<file path="config.mk">
export PLATFORM = sky130hd
export DESIGN_NAME = usb_transceiver_serial_port
export DESIGN_NICKNAME = d
export VERILOG_FILES = /design/src/core/usb_serial_pkg.sv /design/src/core/pin_sync.sv /design/src/core/usb_transceiver_serial_port.sv
export SDC_FILE = /design/constraint.sdc
export NUM_CORES = 1
export LEC_CHECK = 0
export ABC_AREA = 1
export BUFFER_PORTS_ARGS = -buffer_cell sky130_fd_sc_hd__buf_2
export CAP_MARGIN = 40
export CORE_UTILIZATION = 53
export DETAILED_ROUTE_END_ITERATION = 10
export MAX_ROUTING_LAYER = met4
export PLACE_DENSITY = 0.8
export SLEW_MARGIN = 10
export SYNTH_ARGS = -nofsm -noshare
export SYNTH_HDL_FRONTEND = slang
export SYNTH_SLANG_ARGS = --single-unit
</file>
<file path="constraint.sdc">
create_clock -name mclk -period 2.3 [get_ports mclk]
set_input_delay 0.46 -clock mclk [delete_from_list [all_inputs] [get_ports mclk]]
set_output_delay 0.46 -clock mclk [all_outputs]
set_load 0.005 [all_outputs]
</file>
<file path="src/core/usb_serial_pkg.sv">
/*
 * constants, types and helpers for the transceiver serial port.
 * assumes a single 100 MHz mclk domain and an external full-speed
 * transceiver wired in one of four modes chosen before traffic starts.
 */
// What this block does
// - four wiring modes, shared or separate pins
// - active-low transmit enable, low means transmitting
// - shared data pin: drive tx, else receive
// - shared zero pin: drive request, else indication
// - separate data/zero mode: pins are outputs only
// - shared plus/minus pins: drive tx, else receive
// - separate plus/minus: drive outputs, read inputs
package usb_serial_pkg;

    // ****************************************************
    // wiring modes
    // ****************************************************
    typedef enum logic [1:0] {
        data_and_zero_encoding_shared,
        data_and_zero_encoding_separate,
        plus_minus_level_encoding_shared,
        plus_minus_level_encoding_separate
    } wire_mode_t;

    // ****************************************************
    // constants
    // ****************************************************
    localparam wire_mode_t MODE_RESET  = data_and_zero_encoding_shared;
    localparam int         SYNC_STAGES = 2;
    localparam int         MCLK_NS     = 10;
    // pin disable delay is at most 10 ns; the wait also covers the
    // synchroniser so stale own-drive never reaches the receive side
    localparam int         DISABLE_NS  = 10;
    localparam int         TURN_CYCLES =
        (DISABLE_NS + MCLK_NS - 1) / MCLK_NS + SYNC_STAGES;
    localparam logic [1:0] TURN_RESET  = 2'(TURN_CYCLES);

    // ****************************************************
    // carriers
    // ****************************************************
    typedef struct packed {
        logic dp;
        logic dm;
    } line_t;

    typedef struct packed {
        logic dat_pin;
        logic zero_pin;
        logic plus_in;
        logic minus_in;
        logic diff_in;
    } rx_pins_t;

    typedef struct packed {
        logic rcv;
        logic dp;
        logic dm;
    } rx_line_t;

    typedef struct packed {
        wire_mode_t mode;
        logic       txoe_n;
        logic       plus_o;
        logic       zero_o;
        logic       plus_oe_n;
        logic       zero_oe_n;
        logic [1:0] turn;
        logic       rx_valid;
        rx_line_t   rx;
    } port_state_t;

    // ****************************************************
    // helpers
    // ****************************************************
    function automatic logic is_shared(input wire_mode_t m);
        return (m == data_and_zero_encoding_shared) ||
               (m == plus_minus_level_encoding_shared);
    endfunction

    function automatic logic is_data_and_zero_encoding(input wire_mode_t m);
        return (m == data_and_zero_encoding_shared) ||
               (m == data_and_zero_encoding_separate);
    endfunction

endpackage

</file>
<file path="src/core/pin_sync.sv">
/*
 * two-flop synchroniser for a bus of independent levels.
 * assumes each bit is a slow level with no relation to its neighbours.
 */
`timescale 1ns/100ps
module pin_sync #(
    parameter int WIDTH = 1
) (
    input  wire logic             mclk,
    input  wire logic             rst_n,
    input  wire logic [WIDTH-1:0] d,
    output logic      [WIDTH-1:0] q
);

    // ****************************************************
    // two stages, first read only by the second
    // ****************************************************
    logic [WIDTH-1:0] meta_q;

    always_ff @(posedge mclk or negedge rst_n) begin
        if (!rst_n) begin
            meta_q <= '0;
            q      <= '0;
        end else begin
            meta_q <= d;
            q      <= meta_q;
        end
    end

endmodule

</file>
<file path="src/core/usb_transceiver_serial_port.sv">
/*
 * digital side of the serial link to an external full-speed usb
 * transceiver: drives the active-low transmit enable, encodes the
 * line state onto the shared or output-only pins, and decodes the
 * receive pins into one line-state view for every wiring mode.
 * assumes the link layer supplies line levels at the bit rate on mclk
 * and that the mode input is settled before traffic starts.
 */
`timescale 1ns/100ps
module usb_transceiver_serial_port (
    input  wire logic                       mclk,
    input  wire logic                       rst_n,
    input  wire usb_serial_pkg::wire_mode_t mode_sel,
    input  wire logic                       tx_req,
    input  wire usb_serial_pkg::line_t      tx_line,
    output logic                            tx_drive_enable_n,
    output logic                            line_data_plus_pin_o,
    output logic                            line_data_plus_pin_oe_n,
    input  wire logic                       line_data_plus_pin_i,
    output logic                            line_zero_minus_pin_o,
    output logic                            line_zero_minus_pin_oe_n,
    input  wire logic                       line_zero_minus_pin_i,
    input  wire logic                       rx_plus_level_in,
    input  wire logic                       rx_minus_level_in,
    input  wire logic                       rx_differential_in,
    output usb_serial_pkg::wire_mode_t      mode_active,
    output logic                            rx_valid,
    output usb_serial_pkg::rx_line_t        rx_line
);

    // ****************************************************
    // pin synchronisers
    // ****************************************************
    usb_serial_pkg::rx_pins_t pins_raw;
    usb_serial_pkg::rx_pins_t pins_s;

    assign pins_raw = '{dat_pin:  line_data_plus_pin_i,
                        zero_pin: line_zero_minus_pin_i,
                        plus_in:  rx_plus_level_in,
                        minus_in: rx_minus_level_in,
                        diff_in:  rx_differential_in};

    pin_sync #(
        .WIDTH ($bits(usb_serial_pkg::rx_pins_t))
    ) i_pin_sync (
        .mclk  (mclk),
        .rst_n (rst_n),
        .d     (pins_raw),
        .q     (pins_s)
    );

    // ****************************************************
    // receive decode per mode
    // ****************************************************
    function automatic usb_serial_pkg::rx_line_t decode_rx(
        input usb_serial_pkg::wire_mode_t m,
        input usb_serial_pkg::rx_pins_t   p
    );
        usb_serial_pkg::rx_line_t r;
        r = '0;
        case (m)
            usb_serial_pkg::data_and_zero_encoding_shared: begin
                r.rcv = p.dat_pin;
                r.dp  = !p.zero_pin && p.dat_pin;
                r.dm  = !p.zero_pin && !p.dat_pin;
            end
            usb_serial_pkg::data_and_zero_encoding_separate: begin
                r = '{rcv: p.diff_in, dp: p.plus_in,
                      dm: p.minus_in};
            end
            usb_serial_pkg::plus_minus_level_encoding_shared: begin
                r = '{rcv: p.diff_in, dp: p.dat_pin,
                      dm: p.zero_pin};
            end
            usb_serial_pkg::plus_minus_level_encoding_separate: begin
                r = '{rcv: p.diff_in, dp: p.plus_in,
                      dm: p.minus_in};
            end
            default: begin
                r = '0;
            end
        endcase
        return r;
    endfunction

    // ****************************************************
    // state
    // ****************************************************
    usb_serial_pkg::port_state_t st_q;
    usb_serial_pkg::port_state_t st_d;

    always_comb begin
        st_d = st_q;
        // mode changes only while idle and not requested
        if (st_q.txoe_n && !tx_req) begin
            st_d.mode = mode_sel;
        end
        st_d.txoe_n = !tx_req;
        if (tx_req) begin
            if (usb_serial_pkg::is_data_and_zero_encoding(st_q.mode)) begin
                st_d.plus_o = tx_line.dp;
                st_d.zero_o = !tx_line.dp && !tx_line.dm;
            end else begin
                st_d.plus_o = tx_line.dp;
                st_d.zero_o = tx_line.dm;
            end
        end
        // next mode, so a switch to shared releases at once
        if (usb_serial_pkg::is_shared(st_d.mode)) begin
            st_d.plus_oe_n = !tx_req;
            st_d.zero_oe_n = !tx_req;
        end else begin
            st_d.plus_oe_n = 1'b0;
            st_d.zero_oe_n = 1'b0;
        end
        // receive turnaround after the drivers let go
        if (tx_req || !st_q.txoe_n) begin
            st_d.turn     = usb_serial_pkg::TURN_RESET;
            st_d.rx_valid = 1'b0;
        end else if (st_q.turn != 2'h0) begin
            st_d.turn     = st_q.turn - 2'h1;
            st_d.rx_valid = 1'b0;
        end else begin
            st_d.rx_valid = 1'b1;
            st_d.rx       = decode_rx(st_q.mode, pins_s);
        end
    end

    always_ff @(posedge mclk or negedge rst_n) begin
        if (!rst_n) begin
            st_q           <= '0;
            st_q.mode      <= usb_serial_pkg::MODE_RESET;
            st_q.txoe_n    <= 1'b1;
            st_q.plus_oe_n <= 1'b1;
            st_q.zero_oe_n <= 1'b1;
            st_q.turn      <= usb_serial_pkg::TURN_RESET;
        end else begin
            st_q <= st_d;
        end
    end

    // ****************************************************
    // outputs
    // ****************************************************
    assign tx_drive_enable_n        = st_q.txoe_n;
    assign line_data_plus_pin_o     = st_q.plus_o;
    assign line_data_plus_pin_oe_n  = st_q.plus_oe_n;
    assign line_zero_minus_pin_o    = st_q.zero_o;
    assign line_zero_minus_pin_oe_n = st_q.zero_oe_n;
    assign mode_active              = st_q.mode;
    assign rx_valid                 = st_q.rx_valid;
    assign rx_line                  = st_q.rx;
endmodule

</file>
Word level (Yosys, flattened, before mapping)
Cells that the tools add are included.
- RAM bits: 0
- output and inout bits: 11
- bits in registers: 23
- input bits: 12
- memories: 0
- bits in read-only memories: 0
- latch bits: 0
- shift operators: 0
- reductions and logical operators: 19
- muxes and demuxes: 7
- divide/modulo/power cells: 0
- bitwise logic cells: 2
- add/subtract/negate cells: 1
- equal/unequal tests: 4
- $lt $le $gt $ge: 0
- multipliers: 0
- operators by type and width (operator ; count):
    $pmux 3 s3 ; 1
    $eq 2x2->1 const B ; 3
    $logic_not 1->1 ; 6
    $mux 2 ; 3
    $logic_and 1x1->1 ; 4
    $logic_not 2->1 ; 2
    $reduce_bool 2->1 ; 2
    $logic_or 1x1->1 ; 3
    $mux 3 ; 1
    $eq 2x1->1 const B ; 1
    $mux 1 ; 2
    $not 1->1 ; 2
    $reduce_and 2->1 ; 1
    $reduce_or 2->1 ; 1
    $sub 2x1->2 const B ; 1

Longest topological paths before layout
- word-level depth: 6
- gate-level depth with buffers: 6
- depth with buffers taken out: 6

Cells and area by module
From an unflattened synthesis, not the netlist that was laid out.
- cell total of the unflattened synthesis: 82
- area, all modules: 858.3 µm²
- by module, submodules not included (module ; instances ; seq. area each (µm²) ; cells each ; area an instance (µm²)):
    usb_transceiver_serial_port ; 1 ; 305.3 ; 72 ; 608.1
    pin_sync ; 1 ; 250.2 ; 10 ; 250.2

Worst setup path after synthesis
OpenSTA, ideal clock, no wires.
- path kind: reg2reg
- from: register st_q[4] in the netlist's numbering
- to: register st_q, in the netlist rx_line[2]
- cell stages (with the launch flop): 7
- clock period less this slack: 1.149 ns
- required time: 2.178 ns
- library setup time: 0.122 ns
- path slack: 1.151 ns
- data arrival time: 1.028 ns
- cell sequence: dfstp_2 -> inv_1 -> ha_1 -> inv_2 -> nor2_4 -> o211ai_2 -> nand2_1
- cells in the longest elaborated chain, start to end: 3
- RTL lines (element ; line ; RTL):
    from (decl) ; usb_transceiver_serial_port.sv:89 ; usb_serial_pkg::port_state_t st_q;
    from (signal assigned) ; usb_transceiver_serial_port.sv:138 ; st_q <= st_d;
    $reduce_bool 2->1 ; usb_transceiver_serial_port.sv:120 ; end else if (st_q.turn != 2'h0) begin
    $not 1->1 (no line) ; - ;
    $reduce_and 2->1 (no line) ; - ;
Every way passes these cells.
A chain may end at the register's enable or synchronous reset.

Worst setup path after layout
- from: register st_q, in the netlist tx_drive_enable_n
- to: output tx_drive_enable_n
- RTL lines (element ; line ; RTL):
    to (decl) ; usb_transceiver_serial_port.sv:16 ; output logic tx_drive_enable_n,
No word-level cell between the ends.

==> results.toml <==
[critical_path]
critical_path.cell_chain = "buf_2"
cp_num_buf_inv = 1
worstSetupPathType = "reg -> out"
worstSetupStartpointType = "flop"
required_ns = 1.84
cpPeakStageDelay_ns = 0.57
reg2reg_from = "st_q[4]"
slowest_stage = "dfstp_2"
critical_path.startpoint = "tx_drive_enable_n"
critPathTopFamily = "flip-flops"
worstPathArrival_ns = 0.99
cp-end-kind = "output pin"
cp_max_fo = 3

[timing]
setup_ws_ns = 0.854
max_freq_ghz = 0.691
finalClockSkew_ns = 0.000924
worst_pin_slew_ns = 0.461
finalSetupViolations = 0
rsz0062_at_grt = "no"
relSlewSlack = 0.693
period_share = 0.629
drv_slew = 0
fin_crit_ns = 1.45
finalHoldViolCount = 0
fin_setup_tns_ns = 0

[global_route]
grt_max_degree = 23
grt_pass1_wl_mm = 2.29
track_usage = 0.190
antenna_found_initial = 0
grt_pass1_vias = 531
gr-total-overflow = 0

[placed_design]
place_ws_ns = 1.09
gp_congestion = 0.733
dp_hpwl_um = 894
io_buffers = 22

[pwr]
total_leakage_power_nw = 0.528
peakVddDrop_v = 0.000439
report.power.total_mw = 0.718
power_per_cell_area_mw_per_mm2 = 733

[synth]
syn_avg_cell_area_sq_um = 10.5
syn-num-nets = 95
synth_flop_cell = "dfrtp_1"
synth_top_area_frac = 0.525
synth-seq-area-share = 0.647
ys_seq_elements = 22
yosys-top-cells-count = "18 x dfrtp_1, 18 x nand2_1, 7 x inv_1, 7 x nor2_1, 6 x buf_4"
ys_types = 16
syn_inst = 82
synth_edf_count = 0
synth-async-reset-ratio = 1.00
yosys.area.top_type = "dfrtp_1"
synth.cell_area_sq_um = 858
yosys_warnings = 0
netlist_top_cells_area = "dfrtp_1 52%, dfstp_2 12%, nand2_1 7.9%, buf_4 5.2%, inv_1 3.1%"

[drt]
drt-total-wl_mm = 1.27
route.detailed.wl_per_inst_um = 10.8
vias = 572
first_pass_iters = 4
postRouteAntennaNets = 0
viasPerCell = 4.85
drtIter0Drc = 8
drc = 0

[floorplan]
rows = 14
chipHeight_um = 42.2
ios = 23
initial_core_util = 0.570
coreArea_sq_mm = 0.00151
die_w_um = 42.2
die-area_sq_mm = 0.00178

[cells_and_area]
layout.nets = 116
n_fill_cell = 131
syn_to_final_growth_pct = 14.1
drive_gt1_frac = 0.382
antennaDiodeCount = 0

[clocking]
post_cts_buffers = 0
clock_latency_ns = 0.30
htreeDepth = 1
cts_resized = 0
cts_tree = "done"
ctsHoldBuffers = 0
numCtsBuffers = 3
cts-root-buf = "clkbuf_4"
cts.sinks = 22
cts_buffer_depth = 2
clk_pin_slew_ns = 0.11

[worst_hold_path]
hp-class = "in -> async"

[outcome]
status = "finished clean"

[run]
maxCapViolations = 0
logic make-up after synthesis:
| family | share of synthesized area |
|---|---|
| AOI/OAI and AO/OA | 0.0612 |
| and+or+nand+nor | 0.181 |
| DFF | 0.647 |
| buffers and inverters | 0.0962 |
| adders and majority gates | 0.0146 |
metal layers:
layer  routed length [um]  vias to the layer above  track usage  share of wire
met3                   56                        6       0.0517          0.044
li1                     -                      287            -              -
met2                  606                       19        0.289           0.48
met1                  572                      260        0.226           0.45
met5                    0                        -            -              0
met4                   37                        0        0.113          0.029
sequential cells by signal, indices dropped and copies added (netlist names), named ones only:
name,count
i_pin_sync.meta_q,5
rx_line,3
tx_drive_enable_n,1
line_data_plus_pin_oe_n,1
line_data_plus_pin_o,1
line_zero_minus_pin_o,1
rx_valid,1
st_q,2
mode_active,1
i_pin_sync.q,5
worst paths after layout:
| check | endpoint | slack, ns | cells after the start |
|---|---|---|---|
| worst max register to register | rx_line[2] | 1.05 | 6 |
| max in group asynchronous | tx_drive_enable_n | 1.87 | 1 |
| min in group mclk | i_pin_sync.meta_q[3] | 0.25 | 1 |
| worst min register to register | i_pin_sync.q[2] | 0.36 | 0 |
| worst min-delay path | i_pin_sync.q[0] | 0.09 | 1 |
| worst max-delay path | tx_drive_enable_n | 0.85 | 1 |
per-stage QoR:
step	hold WS, ns	area [sq um]	cells	util
2_1_floorplan	0.164	858	82	-
3_3_place_gp	0.332	943	114	0.626
3_5_place_dp	0.335	943	114	0.626
4_1_cts	0.0950	980	118	0.650
5_1_grt	0.112	980	118	0.650
6_report	0.0898	980	118	0.650
where the power goes:
group / internal [mW] / total [mW] / switching, mW
sequential: 0.416 / 0.434 / 0.0179
clock: 0.0967 / 0.205 / 0.108
combinational: 0.0343 / 0.0791 / 0.0447
total: 0.547 / 0.718 / 0.171
cells in the final DEF (no fill, tap or decap), drive strengths merged:
cell / instances
a21oi: 4
o211ai: 1
nand3: 4
inv: 10
nor2: 10
buf: 22
dfrtp: 18
nand2: 20
o21ai: 4
ha: 1
clkbuf: 4
dfstp: 4
cell type report:
type	count	area [sq um]	share of cell area
timing repair buffer	22	110	0.112
inverter	10	37.5	0.0383
multi-input combinational	44	220	0.225
tap	16	20.0	0.0204
clock buffer	4	36.3	0.0370
sequential	22	556	0.567
Note: power is estimated with default switching activity, not from simulation.
